$ cat config.mk
export PLATFORM = sky130hd
export DESIGN_NAME = event_output_channel
export DESIGN_NICKNAME = d
export VERILOG_FILES = /design/src/hdl/event_output_pkg.sv /design/src/hdl/event_output_channel.sv
export VERILOG_INCLUDE_DIRS = /design/src /design/src/hdl
export SDC_FILE = /design/constraint.sdc
export NUM_CORES = 1
export LEC_CHECK = 0
export ABC_AREA = 1
export BUFFER_PORTS_ARGS = -buffer_cell sky130_fd_sc_hd__buf_2
export CAP_MARGIN = 10
export CORE_ASPECT_RATIO = 2
export CORE_UTILIZATION = 39
export DETAILED_ROUTE_END_ITERATION = 10
export PLACE_DENSITY_LB_ADDON = 0.15
export SETUP_SLACK_MARGIN = 0.1
export SYNTH_ARGS = -nofsm -noshare
export SYNTH_HDL_FRONTEND = slang
export SYNTH_SLANG_ARGS = --single-unit
$ cat constraint.sdc
create_clock -name core_clk -period 1.91 [get_ports core_clk]
set_input_delay 0.2865 -clock core_clk [delete_from_list [all_inputs] [get_ports core_clk]]
set_output_delay 0.2865 -clock core_clk [all_outputs]
set_load 0.005 [all_outputs]
$ cat src/hdl/event_output_map.svh
`ifndef EVENT_OUTPUT_MAP_SVH
`define EVENT_OUTPUT_MAP_SVH
`define EV_ADDR_CFG0    8'h00
`define EV_ADDR_CFG1    8'h04
`define EV_ADDR_THR0    8'h08
`define EV_ADDR_THR1    8'h0c
`define EV_ADDR_OUTLVL  8'h10
`define EV_ADDR_ASSIGN  8'h14
`define EV_ADDR_STATUS  8'h18
`define EV_ADDR_ELAPSED 8'h1c
`define EV_CFG_SRC_LSB  0
`define EV_CFG_OUT_LSB  2
`define EV_CFG_LVL_BIT  5
`define EV_SRC_OFF      2'h0
`define EV_SRC_TIME     2'h1
`define EV_SRC_DIST     2'h2
`define EV_SRC_SPEED    2'h3
`define EV_TIME_MAX_MS  19'h7a120
`define EV_CLK_NS       8
`define EV_TICK_NS      1000000
`define EV_TICK_CYCLES  (`EV_TICK_NS / `EV_CLK_NS)
`endif

$ cat src/hdl/event_output_pkg.sv
package event_output_pkg;
  typedef struct packed {
    logic [1:0][5:0]  cfg;
    logic [1:0][22:0] thr;
    logic [3:0]       lvl;
    logic [3:0][2:0]  asg;
    logic [16:0]      div;
    logic [18:0]      ms;
    logic [1:0]       fired;
    logic [3:0]       pin;
    logic [31:0]      rdata;
    logic             err;
  } state_t;
endpackage : event_output_pkg

$ cat src/hdl/event_output_channel.sv
// Functional notes
// - two channels, each with target output 1 to 4 and level 0 or 1.
// - time source fires when elapsed milliseconds since motion start reach threshold.
// - distance source fires when travelled distance reaches threshold up to 8388607.
// - speed source fires when commanded speed reaches set point up to 500000 pps.
// - both channels armed together, each evaluated independently.
// - zero configuration deactivates the channel entirely.
// - a configured channel stays armed over any number of motions.
// - clearing a channel leaves its output level as it was.
// - every motion start restarts time, distance and firing of armed channels.
// - a met condition drives the target output to the configured level.
// - an output held by a system signal ignores all event changes.
// - system signal assignment 0 means none, 1 to 4 names the output.
//
// Added by the designer: the address map and the APB register port.
`include "event_output_map.svh"
module event_output_channel #(
  parameter int MS_CYCLES = `EV_TICK_CYCLES
) (
  input  wire logic        core_clk,
  input  wire logic        resetn,
  input  wire logic        psel,
  input  wire logic        penable,
  input  wire logic        pwrite,
  input  wire logic [7:0]  paddr,
  input  wire logic [31:0] pwdata,
  output logic             pready,
  output logic [31:0]      prdata,
  output logic             pslverr,
  input  wire logic        motion_start,
  input  wire logic [22:0] travel_dist,
  input  wire logic [18:0] cmd_speed,
  input  wire logic [3:0]  sys_signal,
  output logic [3:0]       general_out
);
  import event_output_pkg::*;

  state_t      s_q;
  state_t      s_d;
  logic        wr;
  logic        setup;
  logic [1:0]  cond;
  logic [1:0]  fire;
  logic [1:0]  tgt_ok;
  logic [1:0]  tgt_occ;
  logic [1:0][1:0] tidx;
  logic [3:0]  occ;
  logic [3:0]  sysl;
  logic        tick;

  assign pready  = 1'b1;
  assign prdata  = s_q.rdata;
  assign pslverr = s_q.err;
  assign general_out = s_q.pin;
  assign wr    = psel & penable & pwrite;
  assign setup = psel & ~penable;
  // millisecond tick from the cycle divider
  assign tick  = (s_q.div == 17'(MS_CYCLES - 1));

  // output occupancy from the system signal assignments
  always_comb begin
    occ  = 4'h0;
    sysl = 4'h0;
    for (int k = 0; k < 4; k++) begin
      for (int j = 0; j < 4; j++) begin
        if (s_q.asg[k] == 3'(j + 1)) begin
          occ[j]  = 1'b1;
          sysl[j] = sys_signal[k];
        end
      end
    end
  end

  for (genvar i = 0; i < 2; i++) begin : g_ch
    logic [1:0]  src;
    logic [2:0]  onum;
    logic        met;
    assign src  = s_q.cfg[i][`EV_CFG_SRC_LSB +: 2];
    assign onum = s_q.cfg[i][`EV_CFG_OUT_LSB +: 3];
    assign tidx[i]   = 2'(onum - 3'h1);
    assign tgt_ok[i] = (onum >= 3'h1) && (onum <= 3'h4);
    assign tgt_occ[i] = occ[tidx[i]];
    always_comb begin
      unique case (src)
        `EV_SRC_TIME:  met = ({4'h0, s_q.ms} >= s_q.thr[i]);
        `EV_SRC_DIST:  met = (travel_dist >= s_q.thr[i]);
        `EV_SRC_SPEED: met = ({4'h0, cmd_speed} >= s_q.thr[i]);
        default:       met = 1'b0;
      endcase
    end
    // each bit of cond has a single continuous driver
    assign cond[i] = met;
    // each channel judged alone, once per motion start or config write
    assign fire[i] = cond[i] & ~s_q.fired[i] & ~motion_start;
  end

  always_comb begin
    s_d = s_q;
    s_d.err = 1'b0;
    // elapsed time restarts with every motion
    if (motion_start) begin
      s_d.div = 17'h0;
      s_d.ms  = 19'h0;
    end else if (tick) begin
      s_d.div = 17'h0;
      if (s_q.ms != `EV_TIME_MAX_MS) begin
        s_d.ms = s_q.ms + 19'h1;
      end
    end else begin
      s_d.div = s_q.div + 17'h1;
    end
    if (wr) begin
      unique case (paddr)
        `EV_ADDR_CFG0: begin
          s_d.cfg[0]   = pwdata[5:0];
          s_d.fired[0] = 1'b0;
        end
        `EV_ADDR_CFG1: begin
          s_d.cfg[1]   = pwdata[5:0];
          s_d.fired[1] = 1'b0;
        end
        `EV_ADDR_THR0:   s_d.thr[0] = pwdata[22:0];
        `EV_ADDR_THR1:   s_d.thr[1] = pwdata[22:0];
        `EV_ADDR_OUTLVL: s_d.lvl    = pwdata[3:0];
        `EV_ADDR_ASSIGN: s_d.asg    = pwdata[11:0];
        default: ;
      endcase
    end
    if (motion_start) begin
      s_d.fired = 2'b00;
    end
    // channel two is applied last and wins a shared output
    for (int i = 0; i < 2; i++) begin
      if (fire[i]) begin
        s_d.fired[i] = 1'b1;
        if (tgt_ok[i] && !tgt_occ[i]) begin
          s_d.lvl[tidx[i]] = s_q.cfg[i][`EV_CFG_LVL_BIT];
        end
      end
    end
    for (int j = 0; j < 4; j++) begin
      s_d.pin[j] = occ[j] ? sysl[j] : s_d.lvl[j];
    end
    // read data latched in setup so it stands through the access phase
    if (setup) begin
      unique case (paddr)
        `EV_ADDR_CFG0:    s_d.rdata = {26'h0, s_q.cfg[0]};
        `EV_ADDR_CFG1:    s_d.rdata = {26'h0, s_q.cfg[1]};
        `EV_ADDR_THR0:    s_d.rdata = {9'h0, s_q.thr[0]};
        `EV_ADDR_THR1:    s_d.rdata = {9'h0, s_q.thr[1]};
        `EV_ADDR_OUTLVL:  s_d.rdata = {28'h0, s_q.lvl};
        `EV_ADDR_ASSIGN:  s_d.rdata = {20'h0, s_q.asg};
        `EV_ADDR_STATUS:  s_d.rdata = {22'h0, occ, s_q.pin, s_q.fired};
        `EV_ADDR_ELAPSED: s_d.rdata = {13'h0, s_q.ms};
        default:          s_d.rdata = 32'h0;
      endcase
    end
    // address error flagged for the access phase only
    if (psel && !penable) begin
      unique case (paddr)
        `EV_ADDR_CFG0, `EV_ADDR_CFG1, `EV_ADDR_THR0, `EV_ADDR_THR1,
        `EV_ADDR_OUTLVL, `EV_ADDR_ASSIGN, `EV_ADDR_STATUS,
        `EV_ADDR_ELAPSED: s_d.err = 1'b0;
        default:          s_d.err = 1'b1;
      endcase
    end
  end

  always_ff @(posedge core_clk or negedge resetn) begin
    if (!resetn) begin
      s_q       <= '0;
      // nothing fires before the first motion start or config write
      s_q.fired <= 2'b11;
    end else begin
      s_q <= s_d;
    end
  end

  for (genvar j = 0; j < 4; j++) begin : g_chk

  end
endmodule : event_output_channel

Yosys cells after proc, flatten, opt, wreduce, memory -nomap -nowiden
Memories as Yosys holds them, arrays and structs flattened.
Cells that the tools add are included.

word-level totals
  register bits after elaboration = 149
  memories = 1
  word-level logic and storage cells = 171
  RAM bits = 0
  latch bits = 0
  output and inout port bits = 38
  ROM bits = 32

memory list
  memory            depth  width  read ports  clocked after Yosys merged registers in  wr ports  RTL line                     source
  (name not given)  32     1      1           0                                        0         event_output_channel.sv:160  unique case (paddr)

cells by class
  shifts and indexed selects = 0
  eq/ne operators = 31
  multiply operators = 0
  order comparisons = 14
  add/sub/neg operators = 4
  div/mod/pow operators = 0
  reduce and logical (&&, ||, !) cells = 26
  mux-type cells = 68
  bitwise logic cells = 11

operator list
  kind                                                 number
  case mux 23 bit (8 select lines)                     1
  >= comparator 19 x 23 -> 1 bit                       4
  >= comparator 23 bit                                 2
  two-way mux 1 bit                                    46
  two-way mux 19 bit                                   2
  two-way mux 36 bit                                   1
  equality test 8 x 5 -> 1 bit, second input constant  4
  equality test 3 x 2 -> 1 bit, second input constant  8
  two-way mux 4 bit                                    5
  adder 19 x 1 -> 19 bit, second input constant        1
  != test 19 bit, second input constant                1
  adder 17 x 1 -> 17 bit, second input constant        1
  equality test 17 bit, second input constant          1
  two-way mux 17 bit                                   1
  equality test 8 x 4 -> 1 bit, second input constant  2
  two-way mux 16 bit                                   1
  AND reduction 2 bit                                  8
  equality test 3 x 1 -> 1 bit, second input constant  4
  equality test 3 bit, second input constant           4
  two-way mux 12 bit                                   1
  nonzero test 3 bit                                   4
  bitwise mux 4 bit                                    2
  equality test 2 bit, second input constant           4
  equality test 8 x 3 -> 1 bit, second input constant  1
  17 further kinds                                     45

Logic depth before layout (Yosys ltp)
Gate-level depths: netlist (run 1).

  depth after elaboration = 15
  gate-level depth with buffers = 17
  depth with buffers taken out = 17

Worst setup path after synthesis (run 1)
No wires, ideal clock.

  path kind = register -> register
  start = register s_q[53] (netlist name)
  end = register s_q, in the netlist general_out[3]
  path slack = 0.035 ns
  buffers on the path = 0
  arrival time = 1.755 ns
  clock period less this slack = 1.875 ns
  data required time = 1.789 ns
  stages on the path, launching flop included = 13
  cell sequence = dfrtp_1 -> ha_1 -> nand2_1 -> nor2_1 -> nand2_1 -> nor2_1 -> nor2_1 -> nand3_1 -> nand2_1 -> a21oi_4 -> nand4_1 -> nand3_2 -> nand2_1

RTL lines
  what             RTL line                    source
  start, declared  event_output_channel.sv:38  state_t s_q;

==> results of run 1 <==
power by group:
| part | switching (mW) | leakage, nW | total (mW) | internal, mW |
|---|---|---|---|---|
| Combinational | 0.957 | 5.28 | 1.64 | 0.685 |
| Sequential | 0.0942 | 1.87 | 3.18 | 3.09 |
| Clock | 1.39 | 0.259 | 3.20 | 1.81 |
| Total | 2.44 | 7.40 | 8.03 | 5.59 |
layer usage:
metal | share of wire | wire [um] | global-route usage | vias to the layer above
li1 | - | - | - | 5563
met1 | 0.33 | 13400 | 0.256 | 5210
met2 | 0.55 | 22300 | 0.560 | 273
met3 | 0.029 | 1180 | 0.0444 | 151
met4 | 0.095 | 3860 | 0.244 | 0
met5 | 0 | 0 | 0 | -
what timing repair did:
action | in CTS | in global routing
gates cloned | 2 | 2
pin swaps | 34 | 74
hold endpoints to repair | 28 | 0
endpoints found under the setup margin | 29 | 38
gates resized for setup | 105 | 124
setup buffers | 11 | 23
hold buffers | 1 | 0
state kept, by name, summed over array words and instances, names as in the netlist:
signal,count
prdata,23
s_q,102
pslverr,1
general_out,4
g_ch.src,4
g_ch.onum,6
worst max-delay path by stage:
stage                        start        endpoint  cells past startpoint
final                     s_q[122]  general_out[1]                     17
after global placement    s_q[120]  general_out[1]                     14
after floorplan            s_q[43]  general_out[3]                     13
after global routing      s_q[120]  general_out[1]                     14
after detailed placement  s_q[105]  general_out[3]                     15
after CTS                 s_q[124]         s_q[38]                     15
metrics by stage:
step | util | total power [mW]
after floorplan | - | 4.06
after global placement | 0.475 | 4.63
after detailed placement | 0.475 | 4.65
after CTS | 0.512 | 7.98
after global routing | 0.540 | 8.41
final | 0.540 | 8.03
worst max-delay path: stages (launching register included):
cell and delay [ps]:
dfrtp_1 390, inv_2 120, buf_6 120, ha_4 190, nand2_1 60, nand2_1 50
nand2_1 50, nand2_1 50, nand2_1 50, nand2_1 70, nand2_1 70, nand4_1 210
nand2_2 220, nand3_4 150, nand3_2 100, nand3_2 80, nand3_2 70, nand2_1 50
logic make-up after synthesis:
family | count (synthesis) | synth area share
AO/OA/AOI/OAI | 252 | 0.129
XOR/XNOR | 9 | 0.00714
adder cells (fa/ha/maj) | 135 | 0.153
buffers and inverters | 280 | 0.110
flip-flops | 140 | 0.318
other | 2 | 0.000680
AND/OR/NAND/NOR | 715 | 0.283
layout by cell type (no fill, tap or decap), types with 4 or more instances in the layout:
master      instances
buf_12             11
buf_6              17
nor2_1             88
inv_1             155
nor2_4              7
nand3_1            54
nand3_4             8
o21ai_0            99
a21oi_1            58
a21oi_2             5
o31ai_1             7
nor4_4              5
o221ai_1            4
clkinvlp_4          5
a21o_1             10
buf_4             179
nor3_1             12
inv_4               4
nand2_4             7
dfrtp_2            12
o211ai_1            5
ha_1              105
nor2_2             25
nor3_2              8
o22ai_1            29
dfrtp_1           126
nor3_4              4
nand2_2            25
inv_2              56
nand3_2            21
nand2_1           409
buf_2             109
xor2_1              5
clkbuf_16          18
nand3b_1            6
conb_1             10
nand4_1            24
ha_4               29
o21ai_1            19
area by class of cell:
cell class | instances | area, um^2
fillers | 2682 | 12700
clock buffers | 21 | 450
multi-input cells | 1123 | 7250
repair buffers | 318 | 2340
inverters | 218 | 836
clock inverters | 10 | 93.8
flip-flops and latches | 140 | 3520
well taps | 352 | 440
==> run summary, run 1 <==
status - complete, but fails checks
failing checks - negative setup slack
# diodes - 0
startpoint type of the worst setup path - register
clock sink total - 140
Hold WC Path Type - in2reg
flops & latches, synth - 140
first-pass GRT wire length - 61.5 mm
Pleak - 7.40 nW
full die area - 29000 um^2
Avg Cell Area, Syn - 7.20 um^2
Max clock buf depth - 2
Seq/Total Area, Yosys - 0.318
RSZ-0062 raised after global routing - yes
GR Util All Layers - 0.291
Post-synth EDFFs - 0
# DRC - 0
Yosys Warn Count - 0
Post-Layout Cell Count - 2182
Worst-Margin Slew - 556 ps
Core Rows - 86
vias - 11200
post-synth top area share - 0.313
Synth top cells by count - 434 x nand2_1, 201 x inv_1, 138 x dfrtp_1
share of layout cells above drive strength 1 - 0.318
Post-Route Skew - 9.62 ps
Final Hold Viols - 0
Post-Place Setup Slack - -420 ps
Slew headroom - 0.628
grt total ovfl - 0
worst-skew pair later-pin latency - 450 ps
Setup WS post-layout - -329 ps
largest net degree at the start of global routing - 47
Hold WS - 78.7 ps
placed cell count - 2113
Via density - 5.13
Hold Path Sink - s_q[148]
RR Endpoint - general_out[1]
PwrDens - 538 nW/um^2
Initial Util - 0.399
Placed Area - 13100 um^2
Worst Reg-to-Reg Cells - 17
Yosys cell types - 50
I/O Pins - 130
setup_tns - -2850 ps
initial antenna violation count - 0
FFs w/ async S/R, synth - 1.00
total wire length - 40.7 mm
dominant cell type by area after synthesis - dfrtp_1
Die W - 121 um
vias in the first global route - 11400
worst setup path category - reg2reg
Fmax - 0.447 GHz
Finished Cell Area - 14900 um^2
TritonCTS clock tree - done
First-pass DRT Iterations - 5
remaining antenna violation count after routing - 0
CP max FO - 5
worst reg-to-reg setup slack - -330 ps
core area - 27700 um^2
hold path depth - 3
Nets - 2045
most common flop cell mapped by yosys - dfrtp_1
initial DRC count - 489
Root Buffer - clkbuf_16
CP Data Required Time - 2230 ps
synthesized cell area - 11000 um^2
post-route clock period utilization - 1.17
cts bufs inserted - 17
CTS H-tree lvls - 4
Worst Setup End Kind - register
Routed WL per cell - 18.7 um
die height - 240 um
main area contributors after synthesis - dfrtp_1 31%, ha_1 15%, nand2_1 15%
clock-pin slew reported for the worst setup and hold paths after clock tree synthesis - 60 ps
crit path DAT - 2560 ps
max capacitance violation total - 0
I/O Buffers - 110
Placer Congestion - 0.983
Layout area overhead - 35.2%
Slew Limit Fails - 0
Setup Viol. Count Final - 12
RR Startpoint - s_q[122]
Tmin final - 2240 ps
most instantiated library cell after synthesis - nand2_1
maximum vdd drop - 0.573 mV
post-detail-place hpwl - 32.9 mm
post-synthesis instance total - 1533
hold path start - pwdata[5]
Power figures use the tool's default switching activity.
==> inputs of run 2 (changes only) <==
--- a/config.mk
+++ b/config.mk
@@ -13,2 +13,3 @@
 export CORE_UTILIZATION = 39
+export CTS_BUF_LIST = sky130_fd_sc_hd__clkbuf_4 sky130_fd_sc_hd__clkbuf_8 sky130_fd_sc_hd__clkbuf_16
 export DETAILED_ROUTE_END_ITERATION = 10
==> constraint.sdc (replaced) <==
create_clock -name core_clk -period 1.91 [get_ports core_clk]
set_input_delay 0.4775 -clock core_clk [delete_from_list [all_inputs] [get_ports core_clk]]
set_output_delay 0.4775 -clock core_clk [all_outputs]
set_load 0.005 [all_outputs]
==> run summary, run 2 (same netlist as run 1, synthesis figures left out) <==
setup_tns - -3100 ps (was -2850 ps)
Worst Reg-to-Reg Cells - 16 (was 17)
grt total ovfl - 0 (unchanged)
max reg flops - 102 (unchanged)
Routed WL per cell - 18.7 um (about the same)
vias - 11300 (was 11200)
largest net degree at the start of global routing - 47 (unchanged)
core area - 27700 um^2 (unchanged)
initial DRC count - 552 (was 489)
max capacitance violation total - 0 (unchanged)
# diodes - 0 (unchanged)
crit path from - s_q[124] (was s_q[122])
clock sink total - 140 (unchanged)
worst setup path category - reg2reg (unchanged)
remaining antenna violation count after routing - 0 (unchanged)
Worst Setup End Kind - register (unchanged)
failing checks - negative setup slack (unchanged)
Hold WC Path Type - in2reg (unchanged)
PwrDens - 556 nW/um^2 (was 538 nW/um^2)
maximum vdd drop - 0.611 mV (was 0.573 mV)
initial antenna violation count - 0 (unchanged)
crit path DAT - 2610 ps (was 2560 ps)
full die area - 29000 um^2 (unchanged)
First-pass DRT Iterations - 5 (unchanged)
TritonCTS clock tree - done (unchanged)
clock-pin slew reported for the worst setup and hold paths after clock tree synthesis - 70 ps (was 60 ps)
met2 Track Usage GR - 0.554 (was 0.560)
share of layout cells above drive strength 1 - 0.337 (was 0.318)
Nets - 2069 (was 2045)
I/O Buffers - 110 (unchanged)
met1 GRT Util - 0.262 (was 0.256)
hold path depth - 3 (unchanged)
CTS H-tree lvls - 4 (unchanged)
Fmax - 0.440 GHz (was 0.447 GHz)
startpoint type of the worst setup path - register (unchanged)
Worst-Margin Slew - 553 ps (was 556 ps)
status - complete, but fails checks (unchanged)
commonest non-fill, non-tap cell in the layout - nand2_1 (unchanged)
Setup WS post-layout - -365 ps (was -329 ps)
first-pass GRT wire length - 61.8 mm (was 61.5 mm)
RR Startpoint - s_q[124] (was s_q[122])
met3 Usage GRT - 0.0455 (was 0.0444)
RSZ-0062 raised after global routing - yes (unchanged)
Pleak - 7.64 nW (was 7.40 nW)
CP Data Required Time - 2240 ps (was 2230 ps)
die height - 240 um (unchanged)
gr busiest metal - met2 (unchanged)
vias in the first global route - 11300 (was 11400)
total power - 8.54 mW (was 8.03 mW)
Max clock buf depth - 2 (unchanged)
Slew headroom - 0.627 (was 0.628)
Initial Util - 0.399 (unchanged)
cts bufs inserted - 17 (unchanged)
Final Hold Viols - 0 (unchanged)
Post-Route Skew - 11.9 ps (was 9.62 ps)
post-detail-place hpwl - 33.0 mm (was 32.9 mm)
commonest cells after routing, fill and taps aside - 405 x nand2_1, 199 x buf_4, 152 x inv_1, 127 x dfrtp_1, 109 x buf_2 (was 409 x nand2_1, 179 x buf_4, 155 x inv_1, 126 x dfrtp_1, 109 x buf_2)
total wire length - 41.1 mm (was 40.7 mm)
worst-skew pair later-pin latency - 450 ps (about the same)
Via density - 5.12 (was 5.13)
Root Buffer - clkbuf_16 (unchanged)
Top reg by flops - s_q (unchanged)
Slew Limit Fails - 0 (unchanged)
Die W - 121 um (unchanged)
hold path start - pwdata[3] (was pwdata[5])
Setup Viol. Count Final - 10 (was 12)
Final Util - 0.555 (was 0.540)
Layout area overhead - 39.1% (was 35.2%)
Core Rows - 86 (unchanged)
CP max FO - 5 (unchanged)
I/O Pins - 130 (unchanged)
GR Util All Layers - 0.292 (was 0.291)
Tmin final - 2280 ps (was 2240 ps)
Placer Congestion - 0.964 (was 0.983)
# DRC - 0 (unchanged)
post-route clock period utilization - 1.19 (was 1.17)
==> run 2: cell types whose count changed in the layout (fill, tap and decap cells not counted), moves of 4 or more <==
cell / delta
a21oi_1: -4
buf_12: +5
buf_4: +20
ha_1: -7
ha_4: +8
nand2_1: -4
nand2_2: +4
nor2_1: -4
nor2_4: +4
==> run 2: path summary, 6_finish.rpt <==
check                                  endpoint  slack [ps]
worst max-delay path             general_out[3]        -370
worst min-delay path            g_ch[0].onum[1]         270
worst max register to register   general_out[3]        -370
worst min register to register          s_q[74]         470
max in group asynchronous               s_q[60]         830
min in group asynchronous               s_q[82]         470
==> run 2: layer usage <==
layer,vias to the layer above,share of wire
li1,5611,-
met1,5196,0.33
met2,328,0.53
met3,159,0.035
met4,0,0.10
met5,-,0
==> run 2: area by class of cell <==
type	instances	area [um^2]
Multi-Input combinational cell	1122	7330
Clock buffer	18	433
Fill cell	2607	12300
Timing Repair Buffer	343	2600
Clock inverter	13	188
Inverter	218	847
Tap cell	352	440
Sequential cell	140	3520
==> run 2: what timing repair did <==
| item | CTS | global route |
|---|---|---|
| hold endpoints to repair | 22 | 0 |
| gates cloned | 1 | 2 |
| endpoints found under the setup margin | 28 | 42 |
| resized for setup | 93 | 150 |
| pin swaps | 31 | 59 |
| hold buffers | 1 | 0 |
| buffers inserted | 16 | 23 |
==> run 2: stage by stage <==
stage | cells | hold slack (ps) | instance area, um^2 | setup slack (ps)
6_report | 2206 | 267 | 15400 | -365
5_1_grt | 2206 | 276 | 15400 | -494
4_1_cts | 2181 | 256 | 14400 | -309
3_5_place_dp | 2132 | 371 | 13300 | -572
3_3_place_gp | 2132 | 370 | 13300 | -562
2_1_floorplan | 1541 | 182 | 11100 | 94.9
==> run 2: power breakdown <==
| group | leakage (nW) | switching [mW] | internal, mW |
|---|---|---|---|
| registers | 1.87 | 0.0965 | 3.09 |
| logic | 5.48 | 0.983 | 0.760 |
| clock network | 0.297 | 1.41 | 2.20 |
==> run 2: worst max-delay path, cell delays in order, from the launching register on <==
cell,delay [ps]
dfrtp_1,370
inv_2,80
buf_12,130
buf_4,140
ha_4,270
nand2_2,60
nor2_2,90
nand2_2,70
nor2_2,100
nor2_1,60
nand3_2,60
nand2_2,80
a21oi_4,230
buf_12,150
nand4_1,130
nand3_2,110
nand2_1,50
